===== src/cmio_regs.svh =====
// register map, field layout and function codes of the motion io points
// Functional notes
// RQ1: active high: high pin means logical one
// RQ2: active low: low pin means logical one
// RQ3: standard set: four points, sink/source in, sink out
// RQ4: enhanced set: eight points, banks 1-4, 9-12
// RQ5: single point or group access, polarity too
// RQ6: setup gives point, function, polarity, sink/source
// RQ7: code 0 general input, bank readable
// RQ8: code 1 homing input
// RQ9: codes 2, 3 positive, negative limit
// RQ10: code 4 starts program at address one
// RQ11: code 5 soft stop, decelerate, halt
// RQ12: code 6 pause, next activation resumes
// RQ13: codes 7, 8 jog, only with enable
// RQ14: code 11 acts as break character
// RQ15: remote encoder reserves second bank
// RQ16: standard outputs always sinking
// RQ17: nine input, four output dedicated functions
// RQ18: inputs synchronised before use
`ifndef CMIO_REGS_SVH
`define CMIO_REGS_SVH

// ----------------------------------------------------------------
// register byte offsets
// ----------------------------------------------------------------
`define CMIO_ADR_SETUP 8'h00
`define CMIO_ADR_POL 8'h04
`define CMIO_ADR_OUT 8'h08
`define CMIO_ADR_IN 8'h0c
`define CMIO_ADR_CTRL 8'h10
`define CMIO_ADR_STAT 8'h14

// ----------------------------------------------------------------
// setup and control register fields
// ----------------------------------------------------------------
`define CMIO_SU_PT_LSB 0
`define CMIO_SU_PT_MSB 3
`define CMIO_SU_FN_LSB 8
`define CMIO_SU_FN_MSB 12
`define CMIO_SU_POL_BIT 16
`define CMIO_SU_SRC_BIT 20
`define CMIO_PT_GROUP 4'h0
`define CMIO_CTRL_JOG_BIT 0

// ----------------------------------------------------------------
// function codes
// ----------------------------------------------------------------
`define CMIO_FN_GP_IN 5'h00
`define CMIO_FN_HOME 5'h01
`define CMIO_FN_LIM_POS 5'h02
`define CMIO_FN_LIM_NEG 5'h03
`define CMIO_FN_START 5'h04
`define CMIO_FN_SSTOP 5'h05
`define CMIO_FN_PAUSE 5'h06
`define CMIO_FN_JOG_POS 5'h07
`define CMIO_FN_JOG_NEG 5'h08
`define CMIO_FN_RESET 5'h0b
`define CMIO_FN_GP_OUT 5'h10
`define CMIO_FN_MOVING 5'h11
`define CMIO_FN_FAULT 5'h12
`define CMIO_FN_STALL 5'h13
`define CMIO_FN_VCHG 5'h14

// ----------------------------------------------------------------
// reset values and fixed figures
// ----------------------------------------------------------------
`define CMIO_START_ADDR 8'h01
`define CMIO_FN_RST 5'h00
`define CMIO_POL_RST 8'hff
`define CMIO_BANK_PTS 4

`endif


===== src/cmio_pkg.sv =====
// types shared by the motion io point logic
package cmio_pkg;
    typedef logic [4:0] cmio_fn_t;
    typedef logic [7:0] cmio_adr_t;
    typedef enum logic {CMIO_RUNNING, CMIO_PAUSED} cmio_pause_t;
endpackage


===== src/cmio_point.sv =====
// one io point: input synchroniser, polarity and pin drive
`timescale 1ns/1ps
`default_nettype none
module cmio_point (
    input wire logic ref_clk_i, // system clock
    input wire logic rst_i, // synchronous reset
    input wire logic pin_i, // pin level
    input wire logic pol_i, // 1 active high, 0 active low
    input wire logic is_out_i, // point is an output
    input wire logic src_i, // sourcing drive allowed
    input wire logic lvl_i, // logical output value
    output logic pin_o, // pin drive value
    output logic pin_oe_o, // pin drive enable
    output logic val_o, // logical input value
    output logic rise_o // activation pulse
);
    logic sync1, sync2, prev;
    logic next_sync1, next_sync2, next_prev;

    // ----------------------------------------------------------------
    // input path
    // ----------------------------------------------------------------
    // two stage synchroniser, polarity after it
    assign val_o = pol_i ? sync2 : ~sync2; // [RQ1] [RQ2] [RQ18]
    assign rise_o = val_o & ~prev;

    always_comb begin
        next_sync1 = pin_i;
        next_sync2 = sync1;
        next_prev = val_o;
    end

    always_ff @(posedge ref_clk_i) begin
        if (rst_i) begin
            sync1 <= 1'b0;
            sync2 <= 1'b0;
            prev <= 1'b1;
        end else begin
            sync1 <= next_sync1;
            sync2 <= next_sync2;
            prev <= next_prev;
        end
    end

    // ----------------------------------------------------------------
    // output path
    // ----------------------------------------------------------------
    // sinking pulls low only; sourcing drives both levels
    always_comb begin
        pin_o = 1'b0;
        pin_oe_o = 1'b0;
        if (is_out_i) begin
            if (src_i) begin
                pin_o = pol_i ? lvl_i : ~lvl_i; // [RQ1] [RQ2]
                pin_oe_o = 1'b1;
            end else begin
                pin_oe_o = pol_i ? ~lvl_i : lvl_i; // [RQ16]
            end
        end
    end

    in_level_a: assert property (@(posedge ref_clk_i) disable iff (rst_i)
        (!$past(rst_i) && !$past(rst_i, 2)) |-> val_o == (pol_i ? $past(pin_i, 2)
        : !$past(pin_i, 2))) // [RQ18]
        else $error("input value not polarity of pin two cycles back");

    sink_low_a: assert property (@(posedge ref_clk_i) disable iff (rst_i)
        (is_out_i && !src_i) |-> (pin_o == 1'b0 && pin_oe_o == (lvl_i != pol_i))) // [RQ16]
        else $error("sinking output drove high or wrong level");
endmodule
`default_nettype wire


===== src/cmio_top.sv =====
// motion io points with wishbone register access
`timescale 1ns/1ps
`default_nettype none
`include "cmio_regs.svh"
module cmio_top #(
    parameter bit ENHANCED = 1'b1, // eight points in two banks
    parameter bit REMOTE_ENC = 1'b0, // second bank kept for encoder
    parameter int NPT = 8 // point slots, two banks of four
) (
    input wire logic ref_clk_i, // 200 MHz system clock
    input wire logic rst_i, // synchronous reset, active high
    input wire logic wb_cyc_i, // wishbone cycle
    input wire logic wb_stb_i, // wishbone strobe
    input wire logic wb_we_i, // wishbone write enable
    input wire cmio_pkg::cmio_adr_t wb_adr_i, // byte address
    input wire logic [3:0] wb_sel_i, // byte selects
    input wire logic [31:0] wb_dat_i, // write data
    output logic [31:0] wb_dat_o, // read data
    output logic wb_ack_o, // acknowledge
    input wire logic [NPT-1:0] io_pin_i, // point pin levels
    output logic [NPT-1:0] io_pin_o, // point pin drive values
    output logic [NPT-1:0] io_pin_oe_o, // point pin drive enables
    input wire logic moving_i, // motor moving
    input wire logic fault_i, // error present
    input wire logic stall_i, // stall detected
    input wire logic vel_chg_i, // velocity changing
    output logic home_o, // homing input active
    output logic limit_pos_o, // positive limit active
    output logic limit_neg_o, // negative limit active
    output logic start_o, // start program pulse
    output logic [7:0] start_addr_o, // program address to run
    output logic soft_stop_o, // soft stop pulse
    output logic pause_o, // program and motion paused
    output logic jog_pos_o, // jog positive at max velocity
    output logic jog_neg_o, // jog negative at max velocity
    output logic break_o // break character equivalent pulse
);
    import cmio_pkg::*;

    // ----------------------------------------------------------------
    // helpers
    // ----------------------------------------------------------------
    // point number to slot: 1-4 -> 0-3, 9-12 -> 4-7
    function automatic logic [3:0] pt_slot(input logic [3:0] num);
        logic [3:0] r;
        r = 4'h0;
        if (num >= 4'h1 && num <= 4'h4) begin
            r = {1'b1, 3'(num - 4'h1)}; // [RQ4]
        end else if (num >= 4'h9 && num <= 4'hc) begin
            r = {1'b1, 3'(num - 4'h5)}; // [RQ4]
        end
        return r;
    endfunction

    // slot usable in this build
    function automatic logic slot_ok(input int idx);
        logic r;
        r = (idx < `CMIO_BANK_PTS) || (ENHANCED && !REMOTE_ENC); // [RQ3] [RQ15]
        return r;
    endfunction

    // nine dedicated inputs, four dedicated outputs, two general
    function automatic logic fn_ok(input cmio_fn_t fn);
        logic r;
        unique case (fn)
            `CMIO_FN_GP_IN, `CMIO_FN_HOME, `CMIO_FN_LIM_POS, `CMIO_FN_LIM_NEG,
            `CMIO_FN_START, `CMIO_FN_SSTOP, `CMIO_FN_PAUSE, `CMIO_FN_JOG_POS,
            `CMIO_FN_JOG_NEG, `CMIO_FN_RESET, `CMIO_FN_GP_OUT, `CMIO_FN_MOVING,
            `CMIO_FN_FAULT, `CMIO_FN_STALL, `CMIO_FN_VCHG: r = 1'b1; // [RQ17]
            default: r = 1'b0;
        endcase
        return r;
    endfunction

    function automatic logic fn_out(input cmio_fn_t fn);
        logic r;
        r = (fn >= `CMIO_FN_GP_OUT);
        return r;
    endfunction

    // ----------------------------------------------------------------
    // state
    // ----------------------------------------------------------------
    cmio_fn_t cfg_fn [NPT];
    cmio_fn_t next_cfg_fn [NPT];
    logic [NPT-1:0] cfg_pol, next_cfg_pol;
    logic [NPT-1:0] cfg_src, next_cfg_src;
    logic [NPT-1:0] gp_out, next_gp_out;
    logic jog_en, next_jog_en;
    logic [3:0] last_pt, next_last_pt;
    logic ack, next_ack;
    logic [31:0] rdat, next_rdat;
    cmio_pause_t pause_st, next_pause_st;
    logic start_q, next_start_q;
    logic sstop_q, next_sstop_q;
    logic brk_q, next_brk_q;

    logic [NPT-1:0] val, rise, is_out, src_ok, lvl;
    logic [3:0] wr_slot, rd_slot;
    logic req, wr, su_wr, pt_ok;
    cmio_fn_t wr_fn;

    // ----------------------------------------------------------------
    // point instances
    // ----------------------------------------------------------------
    // per point direction, drive style and logical output
    always_comb begin
        for (int i = 0; i < NPT; i++) begin
            is_out[i] = slot_ok(i) && fn_out(cfg_fn[i]);
            src_ok[i] = ENHANCED && cfg_src[i]; // [RQ16]
            unique case (cfg_fn[i])
                `CMIO_FN_GP_OUT: lvl[i] = gp_out[i];
                `CMIO_FN_MOVING: lvl[i] = moving_i;
                `CMIO_FN_FAULT: lvl[i] = fault_i;
                `CMIO_FN_STALL: lvl[i] = stall_i;
                `CMIO_FN_VCHG: lvl[i] = vel_chg_i;
                default: lvl[i] = 1'b0;
            endcase
        end
    end

    for (genvar g = 0; g < NPT; g++) begin : g_pt
        cmio_point u_pt (
            .ref_clk_i(ref_clk_i),
            .rst_i(rst_i),
            .pin_i(io_pin_i[g]),
            .pol_i(cfg_pol[g]),
            .is_out_i(is_out[g]),
            .src_i(src_ok[g]),
            .lvl_i(lvl[g]),
            .pin_o(io_pin_o[g]),
            .pin_oe_o(io_pin_oe_o[g]),
            .val_o(val[g]),
            .rise_o(rise[g])
        );
    end

    // ----------------------------------------------------------------
    // dedicated input functions
    // ----------------------------------------------------------------
    // any enabled input point carrying the code acts
    function automatic logic [NPT-1:0] fn_hit(input cmio_fn_t fn, input logic [NPT-1:0] v);
        logic [NPT-1:0] r;
        for (int i = 0; i < NPT; i++) begin
            r[i] = slot_ok(i) && (cfg_fn[i] == fn) && v[i];
        end
        return r;
    endfunction

    // level functions, re-evaluated when the configuration alone changes
    always_comb begin
        home_o = |fn_hit(`CMIO_FN_HOME, val); // [RQ8]
        limit_pos_o = |fn_hit(`CMIO_FN_LIM_POS, val); // [RQ9]
        limit_neg_o = |fn_hit(`CMIO_FN_LIM_NEG, val); // [RQ9]
        jog_pos_o = jog_en && |fn_hit(`CMIO_FN_JOG_POS, val); // [RQ13]
        jog_neg_o = jog_en && |fn_hit(`CMIO_FN_JOG_NEG, val); // [RQ13]
    end
    assign start_addr_o = `CMIO_START_ADDR; // [RQ10]
    assign start_o = start_q;
    assign soft_stop_o = sstop_q;
    assign break_o = brk_q;
    assign pause_o = (pause_st == CMIO_PAUSED);

    // activation pulses and pause toggle
    always_comb begin
        next_start_q = |fn_hit(`CMIO_FN_START, rise); // [RQ10]
        next_sstop_q = |fn_hit(`CMIO_FN_SSTOP, rise); // [RQ11]
        next_brk_q = |fn_hit(`CMIO_FN_RESET, rise); // [RQ14]
        next_pause_st = pause_st;
        if (next_sstop_q || next_brk_q) begin
            next_pause_st = CMIO_RUNNING; // [RQ11]
        end else if (|fn_hit(`CMIO_FN_PAUSE, rise)) begin
            unique case (pause_st)
                CMIO_RUNNING: next_pause_st = CMIO_PAUSED; // [RQ12]
                CMIO_PAUSED: next_pause_st = CMIO_RUNNING; // [RQ12]
            endcase
        end
    end

    always_ff @(posedge ref_clk_i) begin
        if (rst_i) begin
            start_q <= 1'b0;
            sstop_q <= 1'b0;
            brk_q <= 1'b0;
            pause_st <= CMIO_RUNNING;
        end else begin
            start_q <= next_start_q;
            sstop_q <= next_sstop_q;
            brk_q <= next_brk_q;
            pause_st <= next_pause_st;
        end
    end

    // ----------------------------------------------------------------
    // wishbone slave
    // ----------------------------------------------------------------
    assign req = wb_cyc_i && wb_stb_i && !ack;
    assign wr = req && wb_we_i;
    assign su_wr = wr && (wb_adr_i == `CMIO_ADR_SETUP) && (wb_sel_i[2:0] == 3'h7);
    assign wr_slot = pt_slot(wb_dat_i[`CMIO_SU_PT_MSB:`CMIO_SU_PT_LSB]);
    assign wr_fn = wb_dat_i[`CMIO_SU_FN_MSB:`CMIO_SU_FN_LSB];
    // only group or a usable point number is accepted
    assign pt_ok = (wb_dat_i[`CMIO_SU_PT_MSB:`CMIO_SU_PT_LSB] == `CMIO_PT_GROUP) ||
        (wr_slot[3] && slot_ok(int'(wr_slot[2:0]))); // [RQ4] [RQ15]
    assign rd_slot = pt_slot(last_pt);
    assign wb_ack_o = ack;
    assign wb_dat_o = rdat;

    // register writes: setup per point or whole group
    always_comb begin
        next_cfg_fn = cfg_fn;
        next_cfg_pol = cfg_pol;
        next_cfg_src = cfg_src;
        next_gp_out = gp_out;
        next_jog_en = jog_en;
        next_last_pt = last_pt;
        if (su_wr && fn_ok(wr_fn) && pt_ok) begin // [RQ6]
            next_last_pt = wb_dat_i[`CMIO_SU_PT_MSB:`CMIO_SU_PT_LSB];
            for (int i = 0; i < NPT; i++) begin
                if (slot_ok(i) && ((wr_slot[3] && wr_slot[2:0] == 3'(i)) ||
                    next_last_pt == `CMIO_PT_GROUP)) begin // [RQ5] [RQ6]
                    next_cfg_fn[i] = wr_fn;
                    next_cfg_pol[i] = wb_dat_i[`CMIO_SU_POL_BIT];
                    next_cfg_src[i] = wb_dat_i[`CMIO_SU_SRC_BIT];
                end
            end
        end
        if (wr && wb_sel_i[0]) begin
            for (int i = 0; i < NPT; i++) begin
                if (slot_ok(i) && wb_adr_i == `CMIO_ADR_POL) begin
                    next_cfg_pol[i] = wb_dat_i[i]; // [RQ5]
                end
                if (slot_ok(i) && wb_adr_i == `CMIO_ADR_OUT) begin
                    next_gp_out[i] = wb_dat_i[i]; // [RQ5]
                end
            end
            if (wb_adr_i == `CMIO_ADR_CTRL) begin
                next_jog_en = wb_dat_i[`CMIO_CTRL_JOG_BIT]; // [RQ13]
            end
        end
    end

    // read mux, unmapped offsets read zero
    always_comb begin
        next_ack = req;
        next_rdat = 32'h0000_0000;
        if (req && !wb_we_i) begin
            unique case (wb_adr_i)
                `CMIO_ADR_SETUP: begin
                    next_rdat[`CMIO_SU_PT_MSB:`CMIO_SU_PT_LSB] = last_pt;
                    if (rd_slot[3]) begin
                        next_rdat[`CMIO_SU_FN_MSB:`CMIO_SU_FN_LSB] = cfg_fn[rd_slot[2:0]];
                        next_rdat[`CMIO_SU_POL_BIT] = cfg_pol[rd_slot[2:0]];
                        next_rdat[`CMIO_SU_SRC_BIT] = src_ok[rd_slot[2:0]];
                    end
                end
                `CMIO_ADR_POL: next_rdat[NPT-1:0] = cfg_pol;
                `CMIO_ADR_OUT: next_rdat[NPT-1:0] = gp_out;
                `CMIO_ADR_IN: next_rdat[NPT-1:0] = fn_hit(`CMIO_FN_GP_IN, val); // [RQ7]
                `CMIO_ADR_CTRL: next_rdat[`CMIO_CTRL_JOG_BIT] = jog_en;
                `CMIO_ADR_STAT: next_rdat[2:0] = {pause_o, REMOTE_ENC, ENHANCED};
                default: next_rdat = 32'h0000_0000;
            endcase
        end
    end

    always_ff @(posedge ref_clk_i) begin
        if (rst_i) begin
            for (int i = 0; i < NPT; i++) begin
                cfg_fn[i] <= `CMIO_FN_RST;
            end
            cfg_pol <= `CMIO_POL_RST;
            cfg_src <= '0;
            gp_out <= '0;
            jog_en <= 1'b0;
            last_pt <= 4'h0;
            ack <= 1'b0;
            rdat <= 32'h0000_0000;
        end else begin
            cfg_fn <= next_cfg_fn;
            cfg_pol <= next_cfg_pol;
            cfg_src <= next_cfg_src;
            gp_out <= next_gp_out;
            jog_en <= next_jog_en;
            last_pt <= next_last_pt;
            ack <= next_ack;
            rdat <= next_rdat;
        end
    end

    // ----------------------------------------------------------------
    // checks
    // ----------------------------------------------------------------
    ack_timing_a: assert property (@(posedge ref_clk_i) disable iff (rst_i)
        (wb_cyc_i && wb_stb_i && !wb_ack_o) |=> wb_ack_o ##1 !wb_ack_o) // [RQ5]
        else $error("ack not one cycle after request");

    start_pulse_a: assert property (@(posedge ref_clk_i) disable iff (rst_i)
        (|fn_hit(`CMIO_FN_START, rise)) |=> (start_o && start_addr_o == 8'h01)) // [RQ10]
        else $error("start input did not start program one");

    sstop_pulse_a: assert property (@(posedge ref_clk_i) disable iff (rst_i)
        (|fn_hit(`CMIO_FN_SSTOP, rise)) |=> (soft_stop_o && !pause_o)) // [RQ11]
        else $error("soft stop not raised");

    pause_toggle_a: assert property (@(posedge ref_clk_i) disable iff (rst_i)
        (|fn_hit(`CMIO_FN_PAUSE, rise) && !next_sstop_q && !next_brk_q)
        |=> pause_o != $past(pause_o)) // [RQ12]
        else $error("pause activation did not toggle");

    jog_gate_a: assert property (@(posedge ref_clk_i) disable iff (rst_i)
        !jog_en |-> !jog_pos_o && !jog_neg_o) // [RQ13]
        else $error("jog without enable");

    break_pulse_a: assert property (@(posedge ref_clk_i) disable iff (rst_i)
        break_o |=> !break_o) // [RQ14]
        else $error("break held longer than a pulse");

    enc_bank_a: assert property (@(posedge ref_clk_i) disable iff (rst_i)
        (!ENHANCED || REMOTE_ENC) |-> io_pin_oe_o[NPT-1:`CMIO_BANK_PTS] == '0) // [RQ15]
        else $error("reserved bank driven");

    home_lvl_a: assert property (@(posedge ref_clk_i) disable iff (rst_i)
        (cfg_fn[0] == `CMIO_FN_HOME && val[0]) |-> home_o) // [RQ8]
        else $error("home point active but home low");

    gp_read_a: assert property (@(posedge ref_clk_i) disable iff (rst_i)
        (req && !wb_we_i && wb_adr_i == `CMIO_ADR_IN && cfg_fn[0] == `CMIO_FN_GP_IN)
        |=> wb_dat_o[0] == $past(val[0])) // [RQ7]
        else $error("input register wrong");
endmodule
`default_nettype wire


===== config.mk =====
export PLATFORM = sky130hd
export DESIGN_NAME = cmio_top
export DESIGN_NICKNAME = d
export VERILOG_FILES = /design/src/cmio_pkg.sv /design/src/cmio_point.sv /design/src/cmio_top.sv
export VERILOG_INCLUDE_DIRS = /design/src
export SDC_FILE = /design/constraint.sdc
export NUM_CORES = 1
export LEC_CHECK = 0
export BUFFER_PORTS_ARGS = -buffer_cell sky130_fd_sc_hd__buf_2
export CAP_MARGIN = 20
export CORE_ASPECT_RATIO = 0.7
export CORE_UTILIZATION = 40
export CTS_CLUSTER_SIZE = 10
export DETAILED_ROUTE_END_ITERATION = 10
export PLACE_DENSITY_LB_ADDON = 0.05
export SETUP_SLACK_MARGIN = 0.3
export SLEW_MARGIN = 0
export SYNTH_ARGS = -nofsm -noshare
export SYNTH_HDL_FRONTEND = slang
export SYNTH_SLANG_ARGS = --single-unit

===== constraint.sdc =====
create_clock -name ref_clk_i -period 3.14 [get_ports ref_clk_i]
set_clock_uncertainty 0.05 [all_clocks]
set_input_delay 0.314 -clock ref_clk_i [delete_from_list [all_inputs] [get_ports ref_clk_i]]
set_output_delay 0.314 -clock ref_clk_i [all_outputs]
set_load 0.01 [all_outputs]

### After elaboration in Yosys (flattened, before gate mapping)

Memories as Yosys holds them, arrays and structs flattened.
Index checks and enable logic that the tools add are counted.

| storage, ports and cells | value |
|---|---|
| memory bits (read-only) | 32 |
| output and inout port bits | 66 |
| flip-flop bits (word level) | 130 |
| memories | 1 |

Memory list:

| name | depth | width | read ports | clocked after memory_dff | write ports | RTL line | text |
|---|---|---|---|---|---|---|---|
| (name not given) | 32 | 1 | 1 | 0 | 0 | cmio_top.sv:65 | `unique case (fn)` |

| cells by class | value |
|---|---|
| mux-type cells | 98 |
| bitwise operators | 37 |
| $lt $le $gt $ge | 18 |
| equal/unequal tests | 125 |
| $add $sub $neg | 4 |
| reductions and logical operators | 148 |

Operator list:

| operator | number |
|---|---|
| 5-bit == test, second input constant | 40 |
| 5-bit by 3-bit == test with 1-bit output, second input constant | 32 |
| 1-bit logical AND | 103 |
| 5-bit by 2-bit == test with 1-bit output, second input constant | 16 |
| 5-bit by 4-bit == test with 1-bit output, second input constant | 16 |
| 1-bit two-way mux | 74 |
| 8-bit OR reduction | 9 |
| 5-bit by 1-bit == test with 1-bit output, second input constant | 8 |
| 5-bit >= comparator, second input constant | 8 |
| 5-bit zero test | 8 |
| 1-bit one-hot mux with 5 select lines | 8 |
| 1-bit NOT | 28 |
| 2-bit AND reduction | 10 |
| 8-bit by 4-bit == test with 1-bit output, second input constant | 2 |
| 8-bit by 5-bit == test with 1-bit output, second input constant | 2 |
| 4-bit two-way mux | 4 |
| 8-bit two-way mux | 2 |
| 5-bit binary-select mux with 3-bit select | 1 |
| 3-bit == test, second input constant | 5 |
| 4-bit >= comparator, second input constant | 3 |
| 4-bit one-hot mux with 3 select lines | 1 |
| 1-bit logical OR | 10 |
| 5-bit two-way mux | 2 |
| 2-bit one-hot mux with 5 select lines | 1 |
| other kinds (21) | 37 |

### Longest topological paths before layout

| depth | value |
|---|---|
| word-level depth | 11 |
| mapped depth | 11 |
| depth with buffers taken out | 8 |

### Modules after synthesis

A second synthesis with hierarchy kept.

| second synthesis, totals | value |
|---|---|
| cells, all modules | 893 |
| area, all modules | 7158.1 µm² |

Modules (own cells, without submodules):

| module | seq. area each (µm²) | cells each | area each (µm²) | times used |
|---|---|---|---|---|
| cmio_top | 1781.7 | 789 | 6207.2 | 1 |
| cmio_point | 60.1 | 13 | 118.9 | 8 |

### Worst setup path before layout

OpenSTA, ideal clock, no wires.

| timing | value |
|---|---|
| path type | register -> register |
| from | reg last_pt[0] |
| to | reg rdat[10], in the netlist wb_dat_o[10] |
| path buffers | 2 |
| cell stages (with the launch flop) | 11 |
| clock period less this slack | 2512 ps |
| setup time | 60 ps |
| slack | 628 ps |
| arrival | 2402 ps |
| cells stage by stage | dfxtp_1 -> inv_1 -> clkbuf_1 -> ha_1 -> nor2b_1 -> a21oi_1 -> o21ai_1 -> clkbuf_1 -> o221ai_1 -> o211ai_1 -> and3_1 |

| between the ends | value |
|---|---|
| word-level cells in the longest chain between the ends | 8 |
| elaborated cells on any way between the ends | 16 |

RTL lines:

| item | RTL line | text |
|---|---|---|
| from (decl) | cmio_top.sv:90 | `logic [3:0] last_pt, next_last_pt;` |
| from (signal assigned) | cmio_top.sv:285 | `last_pt <= next_last_pt;` |
| 4-bit >= comparator or 4-bit less-or-equal comparator (tied branches) | cmio_top.sv:49 | `end else if (num >= 4'h9 && num <= 4'hc) begin` |
| 1-bit logical AND | cmio_top.sv:49 |  |
| 4-bit two-way mux | cmio_top.sv:49 |  |
| 4-bit two-way mux * | cmio_top.sv:47 | `if (num >= 4'h1 && num <= 4'h4) begin` |
| 3-bit NOT with 4-bit output (not written as such) | cmio_top.sv:252 | `` next_rdat[`CMIO_SU_FN_MSB:`CMIO_SU_FN_LSB] = cfg_fn[rd_slot[2:0]]; `` |
| 5-bit binary-select mux with 3-bit select | cmio_top.sv:252 |  |
| 5-bit two-way mux (not written as such) (2 in a row) | cmio_top.sv:252 |  |
| to (signal assigned) | cmio_top.sv:287 | `rdat <= next_rdat;` |
| to (decl) | cmio_top.sv:92 | `logic [31:0] rdat, next_rdat;` |

Every way passes the cells marked *; elsewhere a longest branch is shown, timed or not. The select of a mux whose other input is x is not followed.
A chain may end at the register's enable or synchronous reset.

### Worst setup path in the final report

| timing | value |
|---|---|
| from | reg cfg_pol[3] |
| to | out jog_neg_o |

| between the ends | value |
|---|---|
| word-level cells in the longest chain between the ends | 4 |

RTL lines:

| item | RTL line | text |
|---|---|---|
| from (decl) | cmio_top.sv:86 | `logic [NPT-1:0] cfg_pol, next_cfg_pol;` |
| from (signal assigned) | cmio_top.sv:272 | `` cfg_pol <= `CMIO_POL_RST; `` |
| from (signal assigned) | cmio_top.sv:281 | `cfg_pol <= next_cfg_pol;` |
| 1-bit two-way mux | cmio_point.sv:24 | `assign val_o = pol_i ? sync2 : ~sync2;` |
| 1-bit logical AND | cmio_top.sv:145 | `r[i] = slot_ok(i) && (cfg_fn[i] == fn) && v[i];` |
| 8-bit OR reduction | cmio_top.sv:156 | `` jog_neg_o = jog_en && \|fn_hit(`CMIO_FN_JOG_NEG, val); `` |
| 1-bit logical AND | cmio_top.sv:156 |  |
| to (decl) | cmio_top.sv:35 | `output logic jog_neg_o,` |

Every way passes these cells.

==> summary.txt <==
Status -> completed
FF+latch count, synth -> 113
Total power after layout -> 0.00353 W
Slew Viols, Final -> 0
Num ports -> 127
Syn_area_per_cell -> 8.14 um^2
Post-synthesis async set-or-reset flop share -> 0%
Drt pass-1 iters -> 5
Crit path DAT -> 2.44 ns
PwrDens -> 445 nW/um^2
DP HPWL -> 19200 um
Layout Nets -> 956
First-pass GRT wire length -> 38000 um
DRC Markers -> 0
Die width -> 158 um
WS Path Type -> flop to output port
Synth cell types -> 72
Clock buffer depth -> 2
Endpoints failing setup -> 0
Sink Count -> 113
Via count -> 6547
Area growth syn-to-layout -> 16.0%
Sw Pwr -> 0.000915 W
CP Capture Type -> output port
Worst slack, placed -> 0.123 ns
Core footprint -> 16500 um^2
Avg WL per Cell -> 22.9 um
Internal power -> 0.00262 W
Post-synth top cells -> nor2_1 (115), dfxtp_1 (113), clkbuf_1 (60)
RSZ-0062 raised after global routing -> false
Initial antenna violation count -> 0
Peak supply drop -> 0.385 mV
Ys flop type -> dfxtp_1
Worst slew pin tran -> 0.961 ns
Synth Instances -> 841
Filler cells -> 1634
Library cell with the highest instance count after synthesis -> nor2_1
Final wirelength -> 25800 um
Seq/Total Area, Yosys -> 33.0%
Initial drt markers -> 675
Min Hold Slack -> 0.0449 ns
Total GRT Usage -> 29.8%
Crit-path max FO -> 5
Switching share of power -> 25.9%
Die Y -> 111 um
Worst-path clk slew -> 0.06 ns
Max_slew headroom -> 35.8%
Peak Freq -> 0.357 GHz
IO buf count -> 83
CTS tree -> built
Area of the multi-input gates -> 4050 um^2
Part of the power in the clock network -> 52.4%
Gate power share -> 6.3%
Period minus WS final -> 2.80 ns
Worst hold path startpoint -> io_pin_i[7]
Vias in the first global route -> 5969
Synth warn -> 0
LEAKAGE -> 3.13 nW
Hold Buf Count CTS -> 0
CP Launch Point -> cfg_pol[3]$_SDFF_PP1_
Worst min path class -> input port to flop
Worst EP required -> 2.78 ns
Final hold vios -> 0
Final Cycle Share -> 89.2%
# rows -> 39
Top cell type's share of synthesized area -> 33.0%
Flop pwr share -> 41.3%
Via density -> 5.81
TNS Setup -> 0 ns
Initial core utilization -> 41.4%
Syn Std Cell Area -> 6850 um^2
Largest net degree at the start of global routing -> 70
Root Driver -> clkbuf_16
Final worst setup slack -> 0.340 ns
Layout cells sized above 1 -> 20.4%
RR Startpoint -> last_pt[1]$_SDFFE_PP0N_
TritonCTS Buffers -> 17
Largest area contributor in the netlist -> dfxtp_1
Number of max-cap violations -> 0
Grt ovf -> 0
FF+latch area -> 2270 um^2
Final ANT Viol Nets -> 0
Later-pin clock latency in the skew report -> 0.42 ns
Ant. Diodes -> 0
Post-synth EDFFs -> 0
Gpl congestion -> 0.961
Startpoint Class -> flop
Die area -> 17700 um^2
H-tree depth -> 4
Synth area leaders -> dfxtp_1 (33%), mux2i_1 (8.6%), nor2_1 (6.3%), buf_4 (4.7%), clkbuf_1 (3.3%)
## sequential cells by signal, indices dropped and copies added (netlist names)
| name | cells |
|---|---|
| wb_ack_o | 1 |
| pause_o | 1 |
| wb_dat_o | 15 |
| g_pt.u_pt.sync2 | 8 |
| g_pt.u_pt.next_sync2 | 8 |
| last_pt | 4 |
| gp_out | 8 |
| jog_en | 1 |
| break_o | 1 |
| cfg_fn | 40 |
| g_pt.u_pt.prev | 8 |
| soft_stop_o | 1 |
| start_o | 1 |
| cfg_src | 8 |
| cfg_pol | 8 |
## path summary, 6_finish.rpt
check | depth (start not counted) | endpoint | slack, ns
max reg2reg | 8 | wb_dat_o[10]$_SDFF_PP0_ | 0.55
max | 7 | jog_neg_o | 0.34
min reg2reg | 1 | g_pt[1].u_pt.sync2$_SDFF_PP0_ | 0.39
min | 2 | g_pt[7].u_pt.next_sync2$_SDFF_PP0_ | 0.04
## through the flow
stage	std cells	instance area (um^2)	utilization [%]
after floorplan	864	6930	-
after global placement	1093	7300	44.1
after detailed placement	1093	7300	44.1
after CTS	1127	7930	48.0
after global routing	1127	7950	48.0
final	1127	7950	48.0
## repair_timing
item,in CTS,in global routing
gates resized for setup,13,3
buffers inserted,2,0
pin swaps,3,2
endpoints found under the setup margin,1,3
## per-layer routing
layer / global-route usage (%) / routed length, um
met2: 40.8 / 10300
met1: 46.2 / 12800
met5: 0 / 0
met4: 7.69 / 469
met3: 6.31 / 2280
## worst max-delay path, stage by stage, from the launching register on
cell and delay, ns:
dfxtp_1 0.37, xor2_1 0.18, buf_4 0.16, or4_1 0.51, nor3_1 0.31, a211oi_1 0.15
a21boi_1 0.19, buf_2 0.15
## cell families after synthesis
family,after synthesis,synth area share [%]
muxes,63,9.45
AOI/OAI and AO/OA,167,17.5
adders and majority gates,6,1.10
and+or+nand+nor,339,26.6
buffers and inverters,133,9.92
DFF,113,33.0
xor gates and xnor gates,18,2.30
other,2,0.110
## layout by cell type, fill, tap and decap left out, types with 20 or more instances in the layout
| cell type | count |
|---|---|
| conb_1 | 25 |
| buf_2 | 83 |
| a21oi_1 | 26 |
| inv_1 | 20 |
| nor4_1 | 23 |
| buf_4 | 35 |
| dfxtp_1 | 108 |
| mux2i_1 | 59 |
| nand2_1 | 37 |
| nor2_1 | 115 |
| nor3_1 | 27 |
| nor2b_1 | 31 |
## layout make-up
cell class              count  area share [%]
flip-flops and latches    113            28.6
well taps                 225            3.54
inverters                  20           0.945
clock inverters            14            1.72
clock buffers              18            5.40
multi-input cells         618            51.0
repair buffers            119            8.79
## power groups by stage
| stage | clock network (W) | logic, W | registers (W) |
|---|---|---|---|
| after floorplan | 0 | 0.000146 | 0.00149 |
| after global placement | 0 | 0.000214 | 0.00149 |
| after detailed placement | 0 | 0.000215 | 0.00149 |
| after CTS | 0.00188 | 0.000217 | 0.00146 |
| after global routing | 0.00195 | 0.000238 | 0.00146 |
| final | 0.00185 | 0.000222 | 0.00146 |
Power figures use the tool's default switching activity.
